### src/opaddr_map.svh
// Purpose: Constants for operand address generation
// Assumes: Included by bare name
// Notes:   Address bases and limits, reset values and timing counts
`ifndef OPADDR_MAP_SVH
`define OPADDR_MAP_SVH
`define BIT_RAM_LIMIT   8'h80
`define BIT_RAM_BASE    8'h20
`define SPECIAL_BASE    8'h80
`define INDIRECT_BANK   3'h0
`define MAX_LATENCY     2
`define RESET_BYTE      8'h00
`define RESET_WORD      16'h0000
`endif

### src/opaddr_pkg.sv
// Purpose: Types for operand address generation
// Assumes: None
// Notes:   Mode and target encodings
package opaddr_pkg;
    typedef enum logic [2:0] {
        MODE_DIRECT,
        MODE_INDIRECT8,
        MODE_INDIRECT16,
        MODE_REGISTER,
        MODE_IMPLIED,
        MODE_IMMEDIATE,
        MODE_INDEXED,
        MODE_BIT
    } addr_mode_t;
    typedef enum logic [2:0] {
        TGT_NONE,
        TGT_IRAM,
        TGT_SPECIAL,
        TGT_XDATA,
        TGT_CODE,
        TGT_VALUE
    } target_t;
endpackage

### src/opaddr_bus_if.sv
// Purpose: Carries a decoded request between stages
// Assumes: Single clock
// Notes:   Internal to the block
`timescale 1ns/10ps
`default_nettype none
interface opaddr_bus_if;
    import opaddr_pkg::*;
    logic         valid;
    addr_mode_t   mode;
    target_t      target;
    logic [15:0]  addr;
    logic [7:0]   value;
    logic [2:0]   bit_sel;
    logic         illegal;
    modport src (output valid, mode, target, addr, value, bit_sel, illegal);
    modport dst (input valid, mode, target, addr, value, bit_sel, illegal);
endinterface
`default_nettype wire

### src/opaddr_calc.sv
// Purpose: Combinational address formation per mode
// Assumes: Operand registers stable in the request cycle
// Notes:   Feeds the registered output stage
`timescale 1ns/10ps
`default_nettype none
`include "opaddr_map.svh"
module opaddr_calc
    import opaddr_pkg::*;
(
    // Request
    input  wire logic       req_valid,
    input  wire addr_mode_t req_mode,
    input  wire logic [7:0] field,
    input  wire logic [2:0] reg_sel,
    input  wire logic       ptr_sel,
    input  wire logic       is_movx,
    input  wire logic       is_code_read,
    // Core state
    input  wire logic [1:0] bank,
    input  wire logic [7:0] wr_zero,
    input  wire logic [7:0] wr_one,
    input  wire logic [15:0] data_pointer,
    input  wire logic [7:0] acc,
    // Result
    opaddr_bus_if.src       res
);
    logic [7:0] ind8;
    logic [7:0] bit_byte;
    always_comb begin
        ind8          = ptr_sel ? wr_one : wr_zero;
        bit_byte      = 8'h00;
        res.valid     = req_valid;
        res.mode      = req_mode;
        res.target    = TGT_NONE;
        res.addr      = `RESET_WORD;
        res.value     = `RESET_BYTE;
        res.bit_sel   = 3'h0;
        res.illegal   = 1'b0;
        case (req_mode)
            MODE_DIRECT: begin
                res.addr   = {8'h00, field};
                res.target = field[7] ? TGT_SPECIAL : TGT_IRAM;
                res.illegal = is_movx;
            end
            MODE_INDIRECT8: begin
                res.addr   = {8'h00, ind8};
                res.target = is_movx ? TGT_XDATA : TGT_IRAM;
            end
            MODE_INDIRECT16: begin
                res.addr    = data_pointer;
                res.target  = is_movx ? TGT_XDATA : TGT_NONE;
                res.illegal = !is_movx;
            end
            MODE_REGISTER: begin
                res.addr   = {8'h00, 3'h0, bank, reg_sel};
                res.target = TGT_IRAM;
                res.illegal = is_movx;
            end
            MODE_IMPLIED: begin
                res.value  = acc;
                res.target = TGT_VALUE;
            end
            MODE_IMMEDIATE: begin
                res.value  = field;
                res.target = TGT_VALUE;
                res.illegal = is_movx;
            end
            MODE_INDEXED: begin
                res.addr    = data_pointer + {8'h00, acc};
                res.target  = TGT_CODE;
                res.illegal = !is_code_read;
            end
            MODE_BIT: begin
                if (field < `BIT_RAM_LIMIT) begin
                    bit_byte   = `BIT_RAM_BASE + {3'h0, field[7:3]};
                    res.target = TGT_IRAM;
                end else begin
                    bit_byte   = {field[7:3], 3'h0};
                    res.target = TGT_SPECIAL;
                end
                res.addr    = {8'h00, bit_byte};
                res.bit_sel = field[2:0];
                res.illegal = is_movx;
            end
            default: begin
                res.illegal = 1'b1;
            end
        endcase
    end
endmodule
`default_nettype wire

### src/operand_address_generation.sv
// Purpose: Operand addressing for a pipelined 8-bit core
// Assumes: Decoder presents one request per cycle
// Notes:   One cycle from request to registered result
//
// Notes on behaviour
// - Direct field reaches internal RAM, special registers
// - 8-bit indirect uses register zero or one
// - 16-bit indirect uses data pointer
// - Register mode picks one of eight banked
// - Implied register used, no operand specifier
// - Immediate takes value from instruction bytes
// - Indexed: pointer plus accumulator, code reads only
// - Bit mode selects one of 256 bits
// - Address result within one to two cycles
// - 128 bits in RAM, rest special registers
// - External transfers only indirect, accumulator only
`timescale 1ns/10ps
`default_nettype none
`include "opaddr_map.svh"
module operand_address_generation
    import opaddr_pkg::*;
(
    // Clock and reset
    input  wire logic        MCLK,
    input  wire logic        RESET,
    // Decoder request
    input  wire logic        REQ_VALID,
    input  wire addr_mode_t  REQ_MODE,
    input  wire logic [7:0]  FIELD,
    input  wire logic [2:0]  REG_SEL,
    input  wire logic        PTR_SEL,
    input  wire logic        IS_MOVX,
    input  wire logic        IS_CODE_READ,
    // Core state
    input  wire logic [1:0]  BANK,
    input  wire logic [7:0]  WR_ZERO,
    input  wire logic [7:0]  WR_ONE,
    input  wire logic [15:0] DATA_POINTER,
    input  wire logic [7:0]  ACC,
    // Result
    output logic             OUT_VALID,
    output var target_t      OUT_TARGET,
    output logic [15:0]      OUT_ADDR,
    output logic [7:0]       OUT_VALUE,
    output logic [2:0]       OUT_BIT,
    output logic             OUT_ILLEGAL
);
    opaddr_bus_if calc_bus ();

    opaddr_calc u_calc (
        .req_valid    (REQ_VALID),
        .req_mode     (REQ_MODE),
        .field        (FIELD),
        .reg_sel      (REG_SEL),
        .ptr_sel      (PTR_SEL),
        .is_movx      (IS_MOVX),
        .is_code_read (IS_CODE_READ),
        .bank         (BANK),
        .wr_zero      (WR_ZERO),
        .wr_one       (WR_ONE),
        .data_pointer (DATA_POINTER),
        .acc          (ACC),
        .res          (calc_bus.src)
    );

    logic        valid_r,   valid_nxt;
    target_t     target_r,  target_nxt;
    logic [15:0] addr_r,    addr_nxt;
    logic [7:0]  value_r,   value_nxt;
    logic [2:0]  bit_r,     bit_nxt;
    logic        illegal_r, illegal_nxt;

    // Result stage, one cycle latency
    always_comb begin
        valid_nxt   = calc_bus.valid;
        target_nxt  = calc_bus.valid ? calc_bus.target : TGT_NONE;
        addr_nxt    = calc_bus.valid ? calc_bus.addr : `RESET_WORD;
        value_nxt   = calc_bus.valid ? calc_bus.value : `RESET_BYTE;
        bit_nxt     = calc_bus.valid ? calc_bus.bit_sel : 3'h0;
        illegal_nxt = calc_bus.valid & calc_bus.illegal;
    end

    always_ff @(posedge MCLK or posedge RESET) begin
        if (RESET) begin
            valid_r   <= 1'b0;
            target_r  <= TGT_NONE;
            addr_r    <= `RESET_WORD;
            value_r   <= `RESET_BYTE;
            bit_r     <= 3'h0;
            illegal_r <= 1'b0;
        end else begin
            valid_r   <= valid_nxt;
            target_r  <= target_nxt;
            addr_r    <= addr_nxt;
            value_r   <= value_nxt;
            bit_r     <= bit_nxt;
            illegal_r <= illegal_nxt;
        end
    end

    assign OUT_VALID   = valid_r;
    assign OUT_TARGET  = target_r;
    assign OUT_ADDR    = addr_r;
    assign OUT_VALUE   = value_r;
    assign OUT_BIT     = bit_r;
    assign OUT_ILLEGAL = illegal_r;
endmodule
`default_nettype wire

### config.mk
export PLATFORM = sky130hd
export DESIGN_NAME = operand_address_generation
export DESIGN_NICKNAME = d
export VERILOG_FILES = /design/src/opaddr_pkg.sv /design/src/opaddr_bus_if.sv /design/src/opaddr_calc.sv /design/src/operand_address_generation.sv
export VERILOG_INCLUDE_DIRS = /design/src
export SDC_FILE = /design/constraint.sdc
export NUM_CORES = 1
export LEC_CHECK = 0
export BUFFER_PORTS_ARGS = -buffer_cell sky130_fd_sc_hd__buf_2
export CAP_MARGIN = 25
export CELL_PAD_IN_SITES_DETAIL_PLACEMENT = 0
export CELL_PAD_IN_SITES_GLOBAL_PLACEMENT = 1
export CORE_MARGIN = 3
export CORE_UTILIZATION = 34
export CTS_CLUSTER_DIAMETER = 80
export DETAILED_ROUTE_END_ITERATION = 12
export GPL_ROUTABILITY_DRIVEN = 0
export HOLD_SLACK_MARGIN = 0.08
export PLACE_DENSITY_LB_ADDON = 0.1
export SLEW_MARGIN = 5
export SYNTH_ARGS = -nofsm -noshare
export SYNTH_HDL_FRONTEND = slang
export SYNTH_SLANG_ARGS = --single-unit
### constraint.sdc
create_clock -name MCLK -period 1.05 [get_ports MCLK]
set_input_delay 0.21 -clock MCLK [delete_from_list [all_inputs] [get_ports MCLK]]
set_output_delay 0.21 -clock MCLK [all_outputs]
set_load 0.005 [all_outputs]
==> Yosys cells after proc, flatten, opt, wreduce, memory -nomap -nowiden <==
Cells that the tools add are included.
{ "word_totals": {"in_bits": 62, "register_bits": 32} }
{ "op_classes": {"mux": 15, "n_eq_ne": 7, "order_cmp": 1, "bitwise": 1, "add_sub_neg": 2, "n_reduce_logical": 5} }
{ "op_table": {"columns": ["cell", "count"], "rows": [
  ["one-hot mux 16 bit (6 select lines)", 1],
  ["two-way mux 8 bit", 3],
  ["one-hot mux 3 bit (7 select lines)", 1],
  ["adder 16 x 8 -> 16 bit", 1],
  ["two-way mux 16 bit", 1],
  ["one-hot mux 8 bit (2 select lines)", 1],
  ["equality test 3 bit (second input constant)", 4],
  ["two-way mux 3 bit", 3],
  ["< comparator 8 bit (second input constant)", 1],
  ["two-way mux 2 bit", 4],
  ["adder 6 x 5 -> 7 bit (first input constant)", 1],
  ["equality test 3 x 2 -> 1 bit (second input constant)", 2],
  ["OR reduction 4 bit", 1],
  ["equality test 3 x 1 -> 1 bit (second input constant)", 1],
  ["logical NOT 3 bit", 1],
  ["one-hot mux 1 bit (3 select lines)", 1],
  ["logical NOT 1 bit", 2],
  ["OR reduction 2 bit", 1],
  ["AND 1 bit", 1]
]} }

==> Depth between registers and ports, before layout <==
Gate-level depths: netlist of the first run.
{ "logic_depth": {"word_depth": 4, "mapped_depth": 8} }

==> By module <==
Synthesis of the first run repeated with hierarchy kept, for this count alone.
{ "unflattened": {"cells_unflattened": 261, "area_unflattened_um2": 2343.5} }
{ "by_module_without_submodules": {"columns": ["module", "seq_area_each_um2", "n_inst", "area_per_inst_um2", "cells_per_inst"], "rows": [
  ["opaddr_calc", 0.0, 1, 1291.2, 194],
  ["operand_address_generation", 800.8, 1, 1052.3, 67]
]} }

==> Worst setup path before layout of the first run <==
No wires, ideal clock.
{ "synth_path": {"kind": "input port to flip-flop", "from": "in DATA_POINTER[0]", "to": "reg addr_r[14], in the netlist OUT_ADDR[14]", "setup_ps": 78, "stages": 8, "n_path_buf": 0, "t_required_ps": 972, "setup_slack_ps": -818, "arrival_time_ps": 1791, "path_cell_list": "ha_1 inv_1 fa_1 nor2b_1 o31ai_1 and3_4 or4_1 a21oi_1"} }
{ "synth_between": {"elab_chain_cells": 3} }
{ "synth_lines": {"columns": ["item", "line", "text"], "rows": [
  ["start: declaration", "operand_address_generation.sv:38", "input wire logic [15:0] DATA_POINTER,"],
  ["adder 16 x 8 -> 16 bit", "opaddr_calc.sv:69", "res.addr = data_pointer + {8'h00, acc};"],
  ["one-hot mux 16 bit (6 select lines)", "opaddr_calc.sv:39", "case (req_mode)"],
  ["two-way mux 16 bit (no line)", null, null],
  ["net addr_nxt[14]", "operand_address_generation.sv:68", "logic [15:0] addr_r, addr_nxt;"],
  ["end signal: assignment", "operand_address_generation.sv:87", "addr_r <= `RESET_WORD;"],
  ["end signal: assignment", "operand_address_generation.sv:94", "addr_r <= addr_nxt;"],
  ["end: declaration", "operand_address_generation.sv:68", null]
]} }
The timed path passes the listed nets, and every way through them passes these cells.

==> Worst setup path in the final report of the first run <==
{ "layout_path": {"from": "in ACC[0]", "to": "reg addr_r[14], in the netlist OUT_ADDR[14]"} }
{ "layout_between": {"elab_chain_cells": 3} }
{ "layout_lines": {"columns": ["item", "line", "text"], "rows": [
  ["start: declaration", "operand_address_generation.sv:39", "input wire logic [7:0] ACC,"],
  ["adder 16 x 8 -> 16 bit", "opaddr_calc.sv:69", null],
  ["one-hot mux 16 bit (6 select lines)", "opaddr_calc.sv:39", null],
  ["two-way mux 16 bit (no line)", null, null],
  ["net addr_nxt[14]", "operand_address_generation.sv:68", null]
]} }
The timed path passes the listed nets, and every way through them passes these cells.

==> results of run 1 <==
-- per-layer routing --
layer | global-route usage, % | share of wire [%] | wire length, um | vias to the layer above
met5 | 0 | 0 | 0 | -
met4 | 7.48 | 1.8 | 140 | 0
met3 | 3.98 | 5.5 | 434 | 12
met2 | 34.3 | 46 | 3650 | 80
met1 | 30.3 | 46 | 3650 | 1169
li1 | - | - | - | 1209
-- flip-flops by register name, summed over array words and instances, names as in the netlist --
signal	count
OUT_BIT	3
OUT_VALUE	8
OUT_TARGET	3
OUT_ADDR	16
OUT_VALID	1
OUT_ILLEGAL	1
-- timing repair --
action / CTS / global route
pin swaps: 23 / 16
endpoints found under the setup margin: 15 / 19
buffers inserted: 5 / 6
gates resized for setup: 32 / 26
hold buffers: 1 / 0
hold endpoints to repair: 32 / 0
-- cell usage after synthesis (6+ instances only) --
cell type / number
a21oi_1: 17
dfrtp_1: 32
ha_1: 8
inv_1: 6
mux2i_1: 21
nand2_1: 32
nand2b_1: 6
nand3_1: 9
nor2_1: 17
nor2b_1: 7
o21ai_0: 8
o21ai_1: 6
-- where the power goes --
part	internal (mW)	total (mW)	switching (mW)
registers	1.28	1.29	0.0113
clock network	0.704	1.19	0.486
logic	0.665	1.28	0.611
total	2.65	3.76	1.11
-- stage by stage --
stage,setup slack [ns],TNS (ns)
2_1_floorplan,-0.736,-6.54
3_3_place_gp,-0.956,-12.89
3_5_place_dp,-1.00,-13.13
4_1_cts,-0.618,-5.09
5_1_grt,-0.666,-7.04
6_report,-0.635,-6.56
-- cell families (layout without fill, tap and decap cells) --
family / Yosys count / after routing / share of synthesized area [%]
buf+inv: 19 / 189 / 3.63
simple gates: 90 / 90 / 20.9
compound gates: 65 / 65 / 20.0
mux: 22 / 22 / 10.4
flops: 32 / 32 / 37.4
fa+ha+maj: 9 / 9 / 5.61
xor+xnor: 5 / 5 / 2.05
-- critical path, delay by kind of cell --
kind / cells / cell delay (ns)
and+or+nand+nor: 3 / 0.87
buffers and inverters: 2 / 0.12
AOI/OAI and AO/OA: 2 / 0.21
adders and majority gates: 2 / 0.50
-- cell type report --
class,count,share of cell area (%)
clock buffer,6,1.93
clock inverter,2,0.931
inverter,8,0.798
multi-input combinational,191,41.5
sequential,32,21.3
tap,75,2.49
timing repair buffer,173,31.1
-- final timing paths --
path / to / cells past startpoint / from
max in group asynchronous: OUT_ADDR[14] / 4 / RESET
hold / removal: OUT_BIT[2] / 2 / FIELD[2]
min in group asynchronous: OUT_ADDR[3] / 4 / RESET
setup / recovery: OUT_ADDR[14] / 9 / ACC[0]
==> flow_metrics.env, run 1 <==
export IMPL_status="finished, violations left"
export IMPL_violations="negative setup slack"
export IMPL_synth_edf_count=0
export IMPL_drc=0
export IMPL_fin_cells=487
export IMPL_final_max_slew_violation_count=0
export IMPL_multi_input_area_sq_mm=0.00156
export IMPL_yosysSeqAreaShare_pct=37.4
export IMPL_fin_hold_ws_ns=0.159
export IMPL_report_power_total_mw=3.76
export IMPL_layout_commonest_cell="buf_2"
export IMPL_hpwl_um=6130
export IMPL_grt_overflow_total=0
export IMPL_p_leak_nw=1.91
export IMPL_synth_top_area_share_pct=37.4
export IMPL_worstMarginPinSlew_ns=0.414
export IMPL_finalHoldViolations=0
export IMPL_min_path_type="in -> reg"
export IMPL_ir_worst_vdd_mv=0.537
export IMPL_nets=482
export IMPL_cp_arrival_ns=1.90
export IMPL_seq_area_sq_um=801
export IMPL_core_sq_mm=0.00599
export IMPL_worstSetupPathType="in -> reg"
export IMPL_cp_end_kind="flop"
export IMPL_mappedNetlistArea_sq_mm=0.00214
export IMPL_path_cells="buf_8, ha_4, inv_2, fa_2, nor2b_4, o31ai_4, and3_4, or4_4, a21oi_2"
export IMPL_synth_cells=242
export IMPL_finalInstanceArea_sq_mm=0.00376
export IMPL_rows=28
export IMPL_yosys_warnings=0
export IMPL_rsz0062_at_grt="yes"
export IMPL_htreeDepth=2
export IMPL_dieHeight_um=85.3
export IMPL_avgViaCountPerCell=5.07
export IMPL_max_freq_ghz=0.593
export IMPL_grt_total_usage_pct=21.9
export IMPL_synthDistinctLibCells=47
export IMPL_yosys_most_used_dff="dfrtp_1"
export IMPL_place_area_sq_mm=0.00330
export IMPL_cpMaxStageDelayCell="or4_4"
export IMPL_cts_buffers=5
export IMPL_postRouteAntennaNets=0
export IMPL_critPathMaxStageDelay_ns=0.54
export IMPL_n_fill_cell=520
export IMPL_dp_cells=471
export IMPL_portBuffers=93
export IMPL_antenna_cells=0
export IMPL_critPathMaxFanout=4
export IMPL_synth_fp_nets=313
export IMPL_start_util_pct=35.7
export IMPL_synth_seq_cells=32
export IMPL_layout_area_overhead_vs_synth_pct=75.9
export IMPL_drt_initial_drc_count=110
export IMPL_cts_sinks=32
export IMPL_power_density_mw_per_mm2=999
export IMPL_drive_above_1_share_pct=54.9
export IMPL_routed_wl_um=7880
export IMPL_period_share_pct=161
export IMPL_root_buffer="clkbuf_8"
export IMPL_slew_headroom_pct=72.2
export IMPL_layout_common_cells="buf_2, buf_4, dfrtp_1"
export IMPL_drt_first_pass_iters=5
export IMPL_maxCapViolCount=0
export IMPL_post_route_min_period_ns=1.69
export IMPL_setup_ws_ns=-0.635
export IMPL_grt_pass1_vias=2457
export IMPL_synth_area_per_cell_sq_um=8.84
export IMPL_post_drt_wl_per_cell_um=16.2
export IMPL_vias=2470
export IMPL_path_clk_slew_ns=0.07
export IMPL_die_x_um=85.3
export IMPL_die_area_sq_mm=0.00728
export IMPL_clk_path_buf_depth=2
export IMPL_ios=94
export IMPL_async_reset_ff_share_pct=100
export IMPL_antenna_found_initial=0
export IMPL_yosys_top_cells_area="dfrtp_1, mux2i_1, nand2_1, ha_1, a21oi_1"
export IMPL_crit_required_ns=1.27
export IMPL_startpoint_type="input port"
export IMPL_synth_top_area_cell="dfrtp_1"
export IMPL_setup_viol=14
export IMPL_utilization_pct=62.8
export IMPL_grt_pass1_wl_um=12500
export IMPL_cts_tree="yes"
export IMPL_grt_max_degree=33
(Power assumes the default switching activity.)
==> inputs of run 2 (changes only) <==
Settings changed: CTS_BUF_LIST set to sky130_fd_sc_hd__clkbuf_16.
==> run 2 against run 1 <==
The flow still finishes with violations (negative setup slack). Setup slack got worse by 0.036 ns. Sequential power hardly changed. Cell count increased by 0.82%. Core utilization grew 1.9 points. Design area rose by 3.0%. Wire length rose by 0.90%. Power rose by 13%. Worst hold slack better by 0.011 ns. Clock-buffer cell count down 1. Via count rose by 0.12%. Largest power group is now the clock network.
==> flow_metrics.env, run 2 (same netlist as run 1, synthesis figures left out) <==
export IMPL_dp_cells=471
export IMPL_core_sq_mm=0.00599
export IMPL_fin_cells=491
export IMPL_cts_tree="yes"
export IMPL_grt_total_usage_pct=22.0
export IMPL_routed_wl_um=7950
export IMPL_finalHoldViolations=0
export IMPL_grt_pass1_vias=2464
export IMPL_min_from="FIELD[0]"
export IMPL_drt_first_pass_iters=4
export IMPL_hold_depth=2
export IMPL_fin_hold_ws_ns=0.171
export IMPL_multi_input_area_sq_mm=0.00159
export IMPL_avgViaCountPerCell=5.04
export IMPL_rsz0062_at_grt="yes"
export IMPL_worstMarginPinSlew_ns=0.422
export IMPL_clk_path_buf_depth=2
export IMPL_status="finished, violations left"
export IMPL_seq_area_sq_um=801
export IMPL_min_path_type="in -> reg"
export IMPL_portBuffers=93
export IMPL_post_drt_wl_per_cell_um=16.2
export IMPL_setup_ws_ns=-0.671
export IMPL_cpMaxStageDelayCell="or4_1"
export IMPL_power_density_mw_per_mm2=1100
export IMPL_violations="negative setup slack"
export IMPL_drt_initial_drc_count=119
export IMPL_cp_end_kind="flop"
export IMPL_path_cells="buf_8, ha_4, inv_2, fa_2, nor2b_4, o31ai_4, and3_4, or4_1, a21oi_1"
export IMPL_path_buf_inv=2
export IMPL_cts_buffers=5
export IMPL_root_buffer="clkbuf_16"
export IMPL_die_x_um=85.3
export IMPL_period_share_pct=164
export IMPL_crit_required_ns=1.25
export IMPL_largest_register_ff_count=16
export IMPL_cts_sinks=32
export IMPL_cp_arrival_ns=1.92
export IMPL_worstHoldEndpoint="OUT_BIT[0]"
export IMPL_dieHeight_um=85.3
export IMPL_ir_worst_vdd_mv=0.691
export IMPL_htreeDepth=2
export IMPL_critPathMaxFanout=4
export IMPL_startpoint_type="input port"
export IMPL_vias=2473
export IMPL_path_clk_slew_ns=0.05
export IMPL_ios=94
export IMPL_layout_common_cells="buf_2, buf_4, dfrtp_1"
export IMPL_max_freq_ghz=0.581
export IMPL_layout_commonest_cell="buf_2"
export IMPL_slew_headroom_pct=71.6
export IMPL_rows=28
export IMPL_drc=0
export IMPL_layout_area_overhead_vs_synth_pct=81.2
export IMPL_worstSetupPathType="in -> reg"
export IMPL_n_fill_cell=503
export IMPL_hpwl_um=6130
export IMPL_place_area_sq_mm=0.00330
export IMPL_grt_overflow_total=0
export IMPL_setup_viol=15
export IMPL_antenna_cells=0
export IMPL_nets=486
export IMPL_start_util_pct=35.7
export IMPL_grt_pass1_wl_um=12600
export IMPL_critPathMaxStageDelay_ns=0.49
export IMPL_cp_top_family="simple AND/OR/NAND/NOR gates"
export IMPL_antenna_found_initial=0
export IMPL_die_area_sq_mm=0.00728
export IMPL_p_leak_nw=1.97
export IMPL_maxCapViolCount=0
export IMPL_postRouteAntennaNets=0
export IMPL_grt_max_degree=33
export IMPL_finalInstanceArea_sq_mm=0.00388
export IMPL_post_place_ws_ns=-1.00
export IMPL_post_route_min_period_ns=1.72
export IMPL_final_max_slew_violation_count=0
export IMPL_drive_above_1_share_pct=56.0
## run 2: cell types whose count changed in the layout (fill, tap and decap cells not counted), sizes merged
| cell | previous run | this run |
|---|---|---|
| clkbuf | 6 | 5 |
| inv | 8 | 9 |
| buf | 172 | 176 |
## run 2: timing repair
item / in CTS / in global routing
gates resized for setup: 31 / 33
pin swaps: 25 / 22
buffers inserted: 5 / 8
endpoints found under the setup margin: 15 / 20
endpoints found under the hold margin: 32 / 0
hold buffers: 1 / 0
## run 2: worst max path at each step
stage	to	slack, ns	startpoint	depth (start not counted)
2_1_floorplan	OUT_ADDR[14]	-0.74	DATA_POINTER[0]	8
3_3_place_gp	OUT_ADDR[12]	-0.96	DATA_POINTER[0]	9
3_5_place_dp	OUT_ADDR[14]	-1.00	DATA_POINTER[0]	9
4_1_cts	OUT_ADDR[14]	-0.63	ACC[0]	9
5_1_grt	OUT_ADDR[10]	-0.74	DATA_POINTER[0]	9
6_report	OUT_ADDR[10]	-0.67	DATA_POINTER[0]	9
## run 2: area by class of cell
class | count | area share (%)
clock buffer | 5 | 3.23
tap | 75 | 2.42
sequential | 32 | 20.7
inverter | 8 | 0.775
timing repair buffer | 177 | 31.0
multi-input combinational | 191 | 40.9
clock inverter | 3 | 1.00
## run 2: power by group
part / leakage (nW) / internal (mW) / total [mW] / switching [mW]
clock: 0.0850 / 1.11 / 1.64 / 0.538
sequential: 0.433 / 1.28 / 1.30 / 0.0112
combinational: 1.45 / 0.684 / 1.31 / 0.625
total: 1.97 / 3.07 / 4.25 / 1.17
## run 2: through the flow
step	setup TNS [ns]	total power, mW	util (%)
CTS	-5.37	4.16	61.4
floorplan	-6.54	1.80	-
global placement	-12.89	2.37	55.1
global route	-7.74	4.46	64.7
finish	-7.04	4.25	64.7
detailed placement	-13.13	2.38	55.1
## run 2: metal layers
layer / part of all wire, % / GRT usage (%) / vias up
met5: 0 / 0 / -
met4: 2.3 / 7.91 / 0
met3: 6.4 / 3.59 / 16
met2: 46 / 34.0 / 90
met1: 45 / 31.1 / 1146
li1: - / - / 1221
==> inputs of run 3 (changes only) <==
Settings changed: CORE_UTILIZATION 34 to 31, CTS_CLUSTER_SIZE set to 20, SKIP_CTS_REPAIR_TIMING set to 1.
Clock period 1.05 ns to 1.5 ns, I/O delays scaled along.
==> run 3 against run 2 <==
The run still ends with negative setup slack left. Design area fell by 12%. First-iteration DRC count fell by 3.4%. Largest power group unchanged. Setup slack improved by 0.44 ns. Flip-flop and latch count did not move. Cell count fell by 5.9%. Wire length fell by 7.7%. Non-clock buffer count fell by 31.
==> flow_metrics.env, run 3 (same netlist as run 1, synthesis figures left out) <==
export IMPL_status="finished, violations left"
export IMPL_violations="negative setup slack"
export IMPL_cts_buffers=5
export IMPL_grt_overflow_total=0
export IMPL_root_buffer="clkbuf_16"
export IMPL_core_sq_mm=0.00653
export IMPL_antenna_found_initial=0
export IMPL_rsz0062_at_grt="yes"
export IMPL_maxCapViolCount=0
export IMPL_cpMaxStageDelayCell="or4_4"
export IMPL_crit_required_ns=1.70
export IMPL_report_power_total_mw=2.61
export IMPL_post_route_min_period_ns=1.73
export IMPL_cp_top_family="simple AND/OR/NAND/NOR gates"
export IMPL_postRouteAntennaNets=0
export IMPL_critPathMaxStageDelay_ns=0.48
export IMPL_n_fill_cell=655
export IMPL_antenna_cells=0
export IMPL_die_area_sq_mm=0.00793
export IMPL_ios=94
export IMPL_finalInstanceArea_sq_mm=0.00339
export IMPL_cts_sinks=32
export IMPL_fin_cells=462
export IMPL_drt_first_pass_iters=4
export IMPL_worstMarginPinSlew_ns=0.493
export IMPL_max_freq_ghz=0.577
export IMPL_grt_total_usage_pct=18.9
export IMPL_drc=0
export IMPL_final_max_slew_violation_count=0
export IMPL_hpwl_um=5760
export IMPL_setup_viol=7
export IMPL_grt_pass1_wl_um=11400
export IMPL_min_path_type="in -> async"
export IMPL_nets=455
export IMPL_cp_end_kind="flop"
export IMPL_routed_wl_um=7340
export IMPL_startpoint_type="input port"
export IMPL_cp_arrival_ns=1.94
export IMPL_vias=2337
export IMPL_slew_headroom_pct=67.0
export IMPL_rows=29
export IMPL_finalHoldViolations=0
export IMPL_layout_area_overhead_vs_synth_pct=58.7
export IMPL_place_area_sq_mm=0.00309
export IMPL_largest_register_ff_count=16
export IMPL_die_x_um=89.1
export IMPL_path_clk_slew_ns=0.05
export IMPL_path_cells="buf_8, ha_4, inv_2, fa_2, nor2b_4, o31ai_4, and3_4, or4_4, a21oi_2"
export IMPL_ir_worst_vdd_mv=0.401
export IMPL_clk_path_buf_depth=2
export IMPL_cts_tree="yes"
export IMPL_dp_cells=452
export IMPL_drive_above_1_share_pct=48.1
export IMPL_critPathMaxFanout=5
export IMPL_period_share_pct=115
export IMPL_grt_pass1_vias=2301
export IMPL_dieHeight_um=89.1
export IMPL_path_buf_inv=2
export IMPL_avgViaCountPerCell=5.06
export IMPL_layout_commonest_cell="buf_2"
export IMPL_layout_common_cells="buf_2, buf_4, dfrtp_1"
export IMPL_drt_initial_drc_count=115
export IMPL_p_leak_nw=1.76
export IMPL_worstSetupPathType="in -> reg"
export IMPL_post_drt_wl_per_cell_um=15.9
export IMPL_setup_ws_ns=-0.232
export IMPL_grt_max_degree=33
export IMPL_portBuffers=93
export IMPL_tns_ns=-1.06
export IMPL_power_density_mw_per_mm2=768
export IMPL_start_util_pct=32.8
export IMPL_utilization_pct=52.0
export IMPL_htreeDepth=2
==> run 3: cell types whose count changed in the layout (fill, tap and decap cells not counted), sizes merged <==
cell,previous run,this run
buf,176,146
bufinv,1,0
dlygate4sd3,1,0
inv,9,10
==> run 3: power breakdown <==
| part | internal (mW) | switching [mW] | leakage [nW] |
|---|---|---|---|
| clock | 0.596 | 0.351 | 0.0738 |
| combinational | 0.382 | 0.372 | 1.25 |
| sequential | 0.899 | 0.00818 | 0.433 |
| total | 1.88 | 0.730 | 1.76 |
==> run 3: final timing paths <==
kind                           start      endpoint  slack (ns)  depth (start not counted)
min                            RESET   OUT_ILLEGAL        0.11                          3
min in group MCLK          REQ_VALID     OUT_VALID        0.24                          1
max                           ACC[0]  OUT_ADDR[14]       -0.23                          9
max in group asynchronous      RESET   OUT_ADDR[4]        1.09                          3
==> run 3: per-layer routing <==
metal | up-vias | wire length (um) | track usage [%]
li1 | 1158 | - | -
met1 | 1100 | 3300 | 25.5
met2 | 74 | 3470 | 30.7
met3 | 5 | 495 | 4.06
met4 | 0 | 64 | 4.87
met5 | - | 0 | 0
==> run 3: tightest hold or removal path: stages <==
cell and delay, ns:
buf_2 0.09, inv_1 0.04, buf_4 0.37
==> run 3: area by class of cell <==
cell class | instances | area (sq um) | share of cell area (%)
tap | 77 | 96.3 | 2.84
timing repair buffer | 146 | 886 | 26.1
clock buffer | 5 | 125 | 3.69
clock inverter | 3 | 11.3 | 0.332
multi-input combinational | 191 | 1450 | 42.6
inverter | 8 | 30.0 | 0.885
sequential | 32 | 801 | 23.6
==> run 3: metrics by stage <==
stage	worst slack [ns]	hold slack, ns
2_1_floorplan	-0.376	0.331
3_3_place_gp	-0.571	0.413
3_5_place_dp	-0.603	0.418
4_1_cts	-0.323	0.125
5_1_grt	-0.296	0.165
6_report	-0.232	0.114
